[src/core/swwd_defines.svh]
// Timing, width and ratio constants of the supervisor window watchdog
`ifndef SWWD_DEFINES_SVH
`define SWWD_DEFINES_SVH

`define SWWD_CLK_MHZ         200
`define SWWD_TICK_NS         1000
`define SWWD_TICK_CYCLES     (`SWWD_TICK_NS * `SWWD_CLK_MHZ / 1000)
`define SWWD_GLITCH_NS       3000
`define SWWD_GLITCH_CYCLES   ((`SWWD_GLITCH_NS * `SWWD_CLK_MHZ + 999) / 1000)
`define SWWD_US_TO_TICKS(t)  ((t) / (`SWWD_TICK_NS / 1000))
`define SWWD_RELEASE_US      25000
`define SWWD_TIMEOUT_LO_US   250000
`define SWWD_TIMEOUT_HI_US   2500000
`define SWWD_CAP_STEP_US     6250

`define SWWD_TW              26
`define SWWD_CAPW            12
`define SWWD_RECIPW          12
`define SWWD_RECIP_SHIFT     16
`define SWWD_RECIP(r)        ((655360 + (r) / 2) / (r))
`define SWWD_RATIO_NARROW_LO 318
`define SWWD_RATIO_NARROW_HI 320
`define SWWD_RATIO_NARROW_CP 258
`define SWWD_RATIO_WIDE_LO   1249
`define SWWD_RATIO_WIDE_HI   1277
`define SWWD_RATIO_WIDE_CP   645

`endif

[src/core/swwd_pkg.sv]
// Types shared by the supervisor window watchdog modules
package swwd_pkg;
  typedef enum logic [0:0] {
    SWWD_ST_RESET = 1'b0,
    SWWD_ST_RUN   = 1'b1
  } swwd_state_type;
  typedef logic [25:0] swwd_ticks_type;
endpackage

[src/core/swwd_link_if.sv]
// Time base and filtered undervoltage carried to the watchdog core
`timescale 1ns/1ps
interface swwd_link_if;
  logic tick;
  logic uv_flt;
  modport timebase (output tick);
  modport filter   (output uv_flt);
  modport core     (input tick, input uv_flt);
endinterface

[src/core/swwd_timebase.sv]
// One-cycle tick each microsecond from the free-running clock
`timescale 1ns/1ps
`include "swwd_defines.svh"
module swwd_timebase (
  // Clock and reset
  input wire logic        clk,
  input wire logic        rst_b,
  // Tick out
  swwd_link_if.timebase   lnk
);
  logic [7:0] div_reg;
  logic       tick_reg;
  wire        wrap = (div_reg == 8'(`SWWD_TICK_CYCLES - 1));

  always_ff @(posedge clk or negedge rst_b) begin
    if (!rst_b) begin
      div_reg  <= 8'h00;
      tick_reg <= 1'b0;
    end else begin
      div_reg  <= wrap ? 8'h00 : div_reg + 8'h01;
      tick_reg <= wrap;
    end
  end

  assign lnk.tick = tick_reg;
endmodule

[src/core/swwd_top.sv]
// Supply supervisor with window watchdog, core state machine
// Operation
// After supply recovery, hold reset low for 25 ms before releasing high.
// Drive reset low while filtered undervoltage reports supply below falling threshold.
// Ignore undervoltage excursions shorter than the glitch filter time.
// Release only if supply stays good for whole delay; undervoltage restarts it.
// Timeout strap selects upper timeout of 0.25 s or 2.5 s.
// Lower boundary is upper timeout divided by strap-selected ratio.
// Capacitor mode: upper timeout is (units plus one) times 6.25 ms.
// Early trigger with check on, or missing trigger by timeout, forces reset.
// Host places each trigger between worst-case lower and upper boundaries.
// First window after release has the lower-boundary check disabled.
// First trigger after release enables the lower-boundary check.
// Each accepted trigger clears window timers and starts a new window.
// Host spaces trigger edges by more than 500 us.
// Host software varies trigger timing and issues triggers from different places.
// From power-up, reset output is held low until supply good and delay done.
// Trigger rising edges are registered at the next internal clock cycle.
// Only two states, running with reset high and reset with output low.
// After watchdog fault, hold reset for release delay, then start first window.
`timescale 1ns/1ps
`include "swwd_defines.svh"
module swwd_top #(
  parameter logic [25:0] RELEASE_TICKS    = 26'(`SWWD_US_TO_TICKS(`SWWD_RELEASE_US)),
  parameter logic [25:0] TIMEOUT_LO_TICKS = 26'(`SWWD_US_TO_TICKS(`SWWD_TIMEOUT_LO_US)),
  parameter logic [25:0] TIMEOUT_HI_TICKS = 26'(`SWWD_US_TO_TICKS(`SWWD_TIMEOUT_HI_US)),
  parameter logic [25:0] CAP_STEP_TICKS   = 26'(`SWWD_US_TO_TICKS(`SWWD_CAP_STEP_US))
) (
  // Clock and power-up reset
  input  wire logic                    clk,
  input  wire logic                    rst_b,
  // Supply comparator
  input  wire logic                    below_falling,
  input  wire logic                    above_rising,
  // Straps and capacitor timing
  input  wire logic                    timeout_strap,
  input  wire logic                    ratio_strap,
  input  wire logic                    cap_mode,
  input  wire logic [`SWWD_CAPW-1:0]   cap_units,
  // Host trigger
  input  wire logic                    trigger_input,
  // Reset and status
  output logic                         reset_out_b,
  output logic                         early_fault,
  output logic                         late_fault,
  output logic                         lower_check_on
);

  function automatic logic [`SWWD_RECIPW-1:0] swwd_recip(input logic cap,
                                                         input logic wide,
                                                         input logic slow);
    logic [`SWWD_RECIPW-1:0] r;
    r = 12'h000;
    if (cap) begin
      r = wide ? 12'(`SWWD_RECIP(`SWWD_RATIO_WIDE_CP)) : 12'(`SWWD_RECIP(`SWWD_RATIO_NARROW_CP));
    end else if (slow) begin
      r = wide ? 12'(`SWWD_RECIP(`SWWD_RATIO_WIDE_HI)) : 12'(`SWWD_RECIP(`SWWD_RATIO_NARROW_HI));
    end else begin
      r = wide ? 12'(`SWWD_RECIP(`SWWD_RATIO_WIDE_LO)) : 12'(`SWWD_RECIP(`SWWD_RATIO_NARROW_LO));
    end
    return r;
  endfunction

  swwd_link_if lnk();

  swwd_timebase u_timebase (
    .clk   (clk),
    .rst_b (rst_b),
    .lnk   (lnk)
  );

  swwd_uv_filter u_uv_filter (
    .clk           (clk),
    .rst_b         (rst_b),
    .below_falling (below_falling),
    .above_rising  (above_rising),
    .lnk           (lnk)
  );

  swwd_pkg::swwd_state_type state_reg;
  swwd_pkg::swwd_state_type state_next;
  swwd_pkg::swwd_ticks_type win_cnt_reg;
  swwd_pkg::swwd_ticks_type win_cnt_next;
  swwd_pkg::swwd_ticks_type rel_cnt_reg;
  swwd_pkg::swwd_ticks_type rel_cnt_next;
  logic                     lb_en_reg;
  logic                     lb_en_next;
  logic                     trig_q_reg;
  logic                     edge_reg;

  // Window limits
  wire [`SWWD_TW-1:0]     cap_upper   = 26'(({14'h0000, cap_units} + 26'h1) * CAP_STEP_TICKS);
  wire [`SWWD_TW-1:0]     upper_ticks = cap_mode ? cap_upper
                                      : (timeout_strap ? TIMEOUT_HI_TICKS : TIMEOUT_LO_TICKS);
  wire [`SWWD_RECIPW-1:0] recip       = swwd_recip(cap_mode, ratio_strap, timeout_strap);
  wire [37:0]             lower_prod  = 38'(upper_ticks) * 38'(recip);
  wire [`SWWD_TW-1:0]     lower_ticks = {4'h0, lower_prod[37:`SWWD_RECIP_SHIFT]};

  // Decisions
  wire running      = (state_reg == swwd_pkg::SWWD_ST_RUN);
  wire supply_good  = !lnk.uv_flt && above_rising;
  wire early_hit    = running && edge_reg && lb_en_reg && (win_cnt_reg < lower_ticks);
  wire late_hit     = running && !edge_reg && (win_cnt_reg >= upper_ticks);
  wire edge_ok      = running && edge_reg && !early_hit;
  wire to_reset     = running && (lnk.uv_flt || early_hit || late_hit);
  wire rel_done     = !running && supply_good && lnk.tick
                      && (rel_cnt_reg >= RELEASE_TICKS - 26'h1);

  assign state_next   = to_reset ? swwd_pkg::SWWD_ST_RESET
                      : (rel_done ? swwd_pkg::SWWD_ST_RUN : state_reg);
  assign rel_cnt_next = (running || !supply_good || rel_done) ? 26'h0
                      : (lnk.tick ? rel_cnt_reg + 26'h1 : rel_cnt_reg);
  assign win_cnt_next = (!running || to_reset || edge_ok) ? 26'h0
                      : ((lnk.tick && win_cnt_reg < upper_ticks) ? win_cnt_reg + 26'h1
                         : win_cnt_reg);
  assign lb_en_next   = (!running || to_reset) ? 1'b0
                      : (edge_ok ? 1'b1 : lb_en_reg);

  always_ff @(posedge clk or negedge rst_b) begin
    if (!rst_b) begin
      trig_q_reg <= 1'b0;
      edge_reg   <= 1'b0;
    end else begin
      trig_q_reg <= trigger_input;
      edge_reg   <= trigger_input && !trig_q_reg;
    end
  end

  always_ff @(posedge clk or negedge rst_b) begin
    if (!rst_b) begin
      state_reg   <= swwd_pkg::SWWD_ST_RESET;
      rel_cnt_reg <= 26'h0;
      win_cnt_reg <= 26'h0;
      lb_en_reg   <= 1'b0;
    end else begin
      state_reg   <= state_next;
      rel_cnt_reg <= rel_cnt_next;
      win_cnt_reg <= win_cnt_next;
      lb_en_reg   <= lb_en_next;
    end
  end

  // Registered outputs
  always_ff @(posedge clk or negedge rst_b) begin
    if (!rst_b) begin
      reset_out_b    <= 1'b0;
      early_fault    <= 1'b0;
      late_fault     <= 1'b0;
      lower_check_on <= 1'b0;
    end else begin
      reset_out_b    <= (state_next == swwd_pkg::SWWD_ST_RUN);
      early_fault    <= early_hit;
      late_fault     <= late_hit;
      lower_check_on <= lb_en_next;
    end
  end
endmodule

[src/core/swwd_uv_filter.sv]
// Glitch filter and hysteresis hold on the undervoltage comparator
`timescale 1ns/1ps
`include "swwd_defines.svh"
module swwd_uv_filter (
  // Clock and reset
  input wire logic        clk,
  input wire logic        rst_b,
  // Comparator levels
  input wire logic        below_falling,
  input wire logic        above_rising,
  // Filtered undervoltage
  swwd_link_if.filter     lnk
);
  logic [9:0] low_cnt_reg;
  logic       uv_reg;
  wire        low_full = (low_cnt_reg == 10'(`SWWD_GLITCH_CYCLES - 1));

  always_ff @(posedge clk or negedge rst_b) begin
    if (!rst_b) begin
      low_cnt_reg <= 10'h000;
      uv_reg      <= 1'b1;
    end else begin
      low_cnt_reg <= !below_falling ? 10'h000 : (low_full ? low_cnt_reg : low_cnt_reg + 10'h001);
      if (below_falling && low_full) begin
        uv_reg <= 1'b1;
      end else if (above_rising && !below_falling) begin
        uv_reg <= 1'b0;
      end
    end
  end

  assign lnk.uv_flt = uv_reg;
endmodule

[config.mk]
export PLATFORM = sky130hd
export DESIGN_NAME = swwd_top
export DESIGN_NICKNAME = d
export VERILOG_FILES = /design/src/core/swwd_pkg.sv /design/src/core/swwd_link_if.sv /design/src/core/swwd_timebase.sv /design/src/core/swwd_top.sv /design/src/core/swwd_uv_filter.sv
export VERILOG_INCLUDE_DIRS = /design/src /design/src/core
export SDC_FILE = /design/constraint.sdc
export NUM_CORES = 1
export LEC_CHECK = 0
export BUFFER_PORTS_ARGS = -buffer_cell sky130_fd_sc_hd__buf_2
export CORE_MARGIN = 10
export CORE_UTILIZATION = 40
export CTS_CLUSTER_DIAMETER = 40
export DETAILED_ROUTE_END_ITERATION = 10
export HOLD_SLACK_MARGIN = 0.05
export PLACE_DENSITY = 0.6
export SKIP_CTS_REPAIR_TIMING = 1
export SYNTH_ARGS = -nofsm -noshare
export SYNTH_HDL_FRONTEND = slang
export SYNTH_HIERARCHICAL = 1
export SYNTH_SLANG_ARGS = --single-unit
[constraint.sdc]
create_clock -name clk -period 3.3 [get_ports clk]
set_clock_uncertainty 0.05 [all_clocks]
set_input_delay 0.66 -clock clk [delete_from_list [all_inputs] [get_ports clk]]
set_output_delay 0.66 -clock clk [all_outputs]
set_load 0.05 [all_outputs]
==> impl_metrics.py <==
metrics = {
    "logic_synthesis": {
        "synthFlopType": "dfrtp_1",
        "yosys_warnings": 6,
        "synth_edf_count": 0,
        "synth_area_um2": 15400,
        "syn_inst": 1692,
        "synthArstFlopShare_pct": 100,
        "syn_area_per_cell_um2": 9.11,
        "yosysSeqAreaShare_pct": 12.7,
        "synth.distinct_cells": 75,
        "ys_ff_latch": 78,
    },
    "cells_and_area": {
        "drive_above_1_share_pct": 25.3,
        "fill_cells": 3501,
        "multi_input_area_um2": 12600,
        "final_common_cell": "inv_1",
        "utilization_pct": 51.8,
        "layout_common_cells": "344 x inv_1, 324 x buf_4, 231 x ha_1",
        "diodes": 0,
        "syn_to_final_growth_pct": 27.0,
        "seqCellArea_um2": 1950,
        "final_nets": 2515,
    },
    "worst_setup_path": {
        "path_class": "input port to register",
        "cp_slowest_cell": "fa_1",
        "slowest_delay_ns": 0.55,
        "worstPathArrival_ns": 11.38,
        "path_max_fanout": 5,
        "end_kind": "register",
        "ff2ff_setup_slack_ns": 0.56,
        "crit_top_cell": "fa_1",
        "cp-start-kind": "input port",
        "cp.required_ns": 3.51,
    },
    "global_routing": {
        "grtUsageTotal_pct": 16.4,
        "grt_max_degree": 79,
        "grt_pass1_wl_um": 64100,
        "antenna_found_initial": 0,
        "overflow": 0,
        "first_global_vias": 13100,
    },
    "min_path": {
        "hp-class": "register to register",
    },
    "die": {
        "start_util_pct": 40.7,
        "die_area_um2": 46800,
        "ios": 24,
        "dieHeight_um": 216,
        "die_width_um": 216,
        "core_area_um2": 37800,
        "row_count": 71,
    },
    "timing": {
        "slew_violations": 0,
        "max_slew.worst_pin.slew_ns": 0.962,
        "final_hold_viol_count": 0,
        "fmax_ghz": 0.0895,
        "rsz0062_at_grt": "yes",
        "finalCriticalPeriod_ns": 11.17,
        "max_slew_margin_pct": 35.9,
        "setup_ws_ns": -7.87,
        "setup_tns_ns": -144.06,
        "final-setup-viol-count": 30,
        "min_period_over_period_pct": 339,
    },
    "clocking": {
        "clockBufferDepth": 2,
        "tritoncts": "built",
        "htree_levels": 3,
        "root_buffer": "clkbuf_16",
        "cts_num_sinks": 78,
        "path_clk_slew_ns": 0.06,
        "numCtsBuffers": 9,
        "insertion_delay_ns": 0.33,
    },
    "job": {
        "drv_cap": 0,
    },
    "routing": {
        "vias_per_cell": 4.82,
        "drc": 0,
        "drt-initial-drc-count": 515,
        "ant_nets": 0,
        "drt_pass1_iterations": 6,
        "wire_per_inst_um": 14.6,
        "num_vias": 12300,
        "wl_um": 37300,
    },
    "placed_design": {
        "io_buffers": 23,
        "dpl.hpwl_um": 32500,
        "gp_congestion": 0.860,
    },
    "run_status": {
        "status": "finished with violations",
        "failed_checks": "negative setup slack",
    },
}
[worst max-delay path, delay by kind of cell]
family | cells | cell delay, ns
buffers and inverters | 8 | 0.53
AOI/OAI and AO/OA | 12 | 2.20
xor gates and xnor gates | 3 | 0.50
and+or+nand+nor | 11 | 2.02
adders and majority gates | 14 | 5.43
[per-stage QoR]
step | setup WS, ns | area [um^2] | cells | hold WS, ns
floorplan | -7.37 | 15800 | 1701 | 0.314
global placement | -8.38 | 18700 | 2513 | 0.335
detailed placement | -8.53 | 18700 | 2513 | 0.335
CTS | -8.22 | 19100 | 2529 | 0.351
global route | -8.37 | 19600 | 2552 | 0.359
finish | -7.87 | 19600 | 2552 | 0.344
[cells in the mapped netlist (all sizes together) (3+ instances only)]
library cell | count | area share, %
inv | 354 | 8.6
nand2 | 94 | 2.3
a21boi | 3 | 0.15
a211o | 6 | 0.34
a31o | 3 | 0.17
a21o | 27 | 1.3
fa | 212 | 28
nand3 | 42 | 1.4
a21oi | 55 | 1.8
and2 | 32 | 1.3
o21ai | 28 | 0.98
nor3b | 4 | 0.19
nor3 | 22 | 0.75
nor2b | 17 | 0.71
nor2 | 154 | 4.4
o21a | 9 | 0.44
buf | 4 | 0.29
and3 | 30 | 1.2
nor4 | 10 | 0.50
xor2 | 55 | 3.1
or2 | 8 | 0.32
nand2b | 13 | 0.53
mux2i | 7 | 0.45
o31ai | 4 | 0.19
xnor2 | 42 | 2.4
clkbuf | 29 | 0.71
ha | 247 | 20
o211ai | 4 | 0.19
and4 | 8 | 0.45
a31oi | 12 | 0.49
or3 | 8 | 0.33
dfrtp | 77 | 12
a211oi | 7 | 0.34
nand4 | 28 | 1.2
[kinds of logic after synthesis]
| logic type | count (synthesis) | synth area share, % |
|---|---|---|
| buffers and inverters | 387 | 9.62 |
| AO/OA/AOI/OAI | 179 | 7.68 |
| XOR/XNOR | 97 | 5.51 |
| other | 1 | 0.0243 |
| AND/OR/NAND/NOR | 483 | 16.4 |
| flip-flops | 78 | 12.7 |
| adder cells (fa/ha/maj) | 459 | 47.6 |
| multiplexers | 8 | 0.527 |
[per-layer routing]
layer  part of all wire [%]  vias to the layer above  track usage [%]
met5                      0                        -                0
met4                    1.2                        0             3.43
li1                       -                     6118                -
met2                     50                      122             27.8
met1                     47                     6046             22.4
met3                    2.5                       27             1.27
[worst paths after layout]
path,startpoint,endpoint,cells after the start
setup / recovery,cap_units[1],lower_check_on$_DFFE_PN0P_,48
hold reg to reg,trig_q_reg$_DFF_PN0_,edge_reg$_DFF_PN0_,1
setup reg to reg,win_cnt_reg[19]$_DFFE_PN0P_,win_cnt_reg[25]$_DFFE_PN0P_,10
min in group asynchronous,rst_b,rel_cnt_reg[22]$_DFFE_PN0P_,1
hold / removal,trig_q_reg$_DFF_PN0_,edge_reg$_DFF_PN0_,1
max in group asynchronous,rst_b,win_cnt_reg[10]$_DFFE_PN0P_,1
[cell type report]
cell class	instances	area share (%)
Inverter	354	6.78
Sequential cell	78	9.97
Multi-Input combinational cell	1236	64.4
Clock buffer	10	1.22
Tap cell	511	3.26
Clock inverter	6	0.479
Timing Repair Buffer	357	13.9
Power is left out: the tool's default activity adds up to more than one toggle a clock period on the data nets, which glitch-free logic cannot reach.
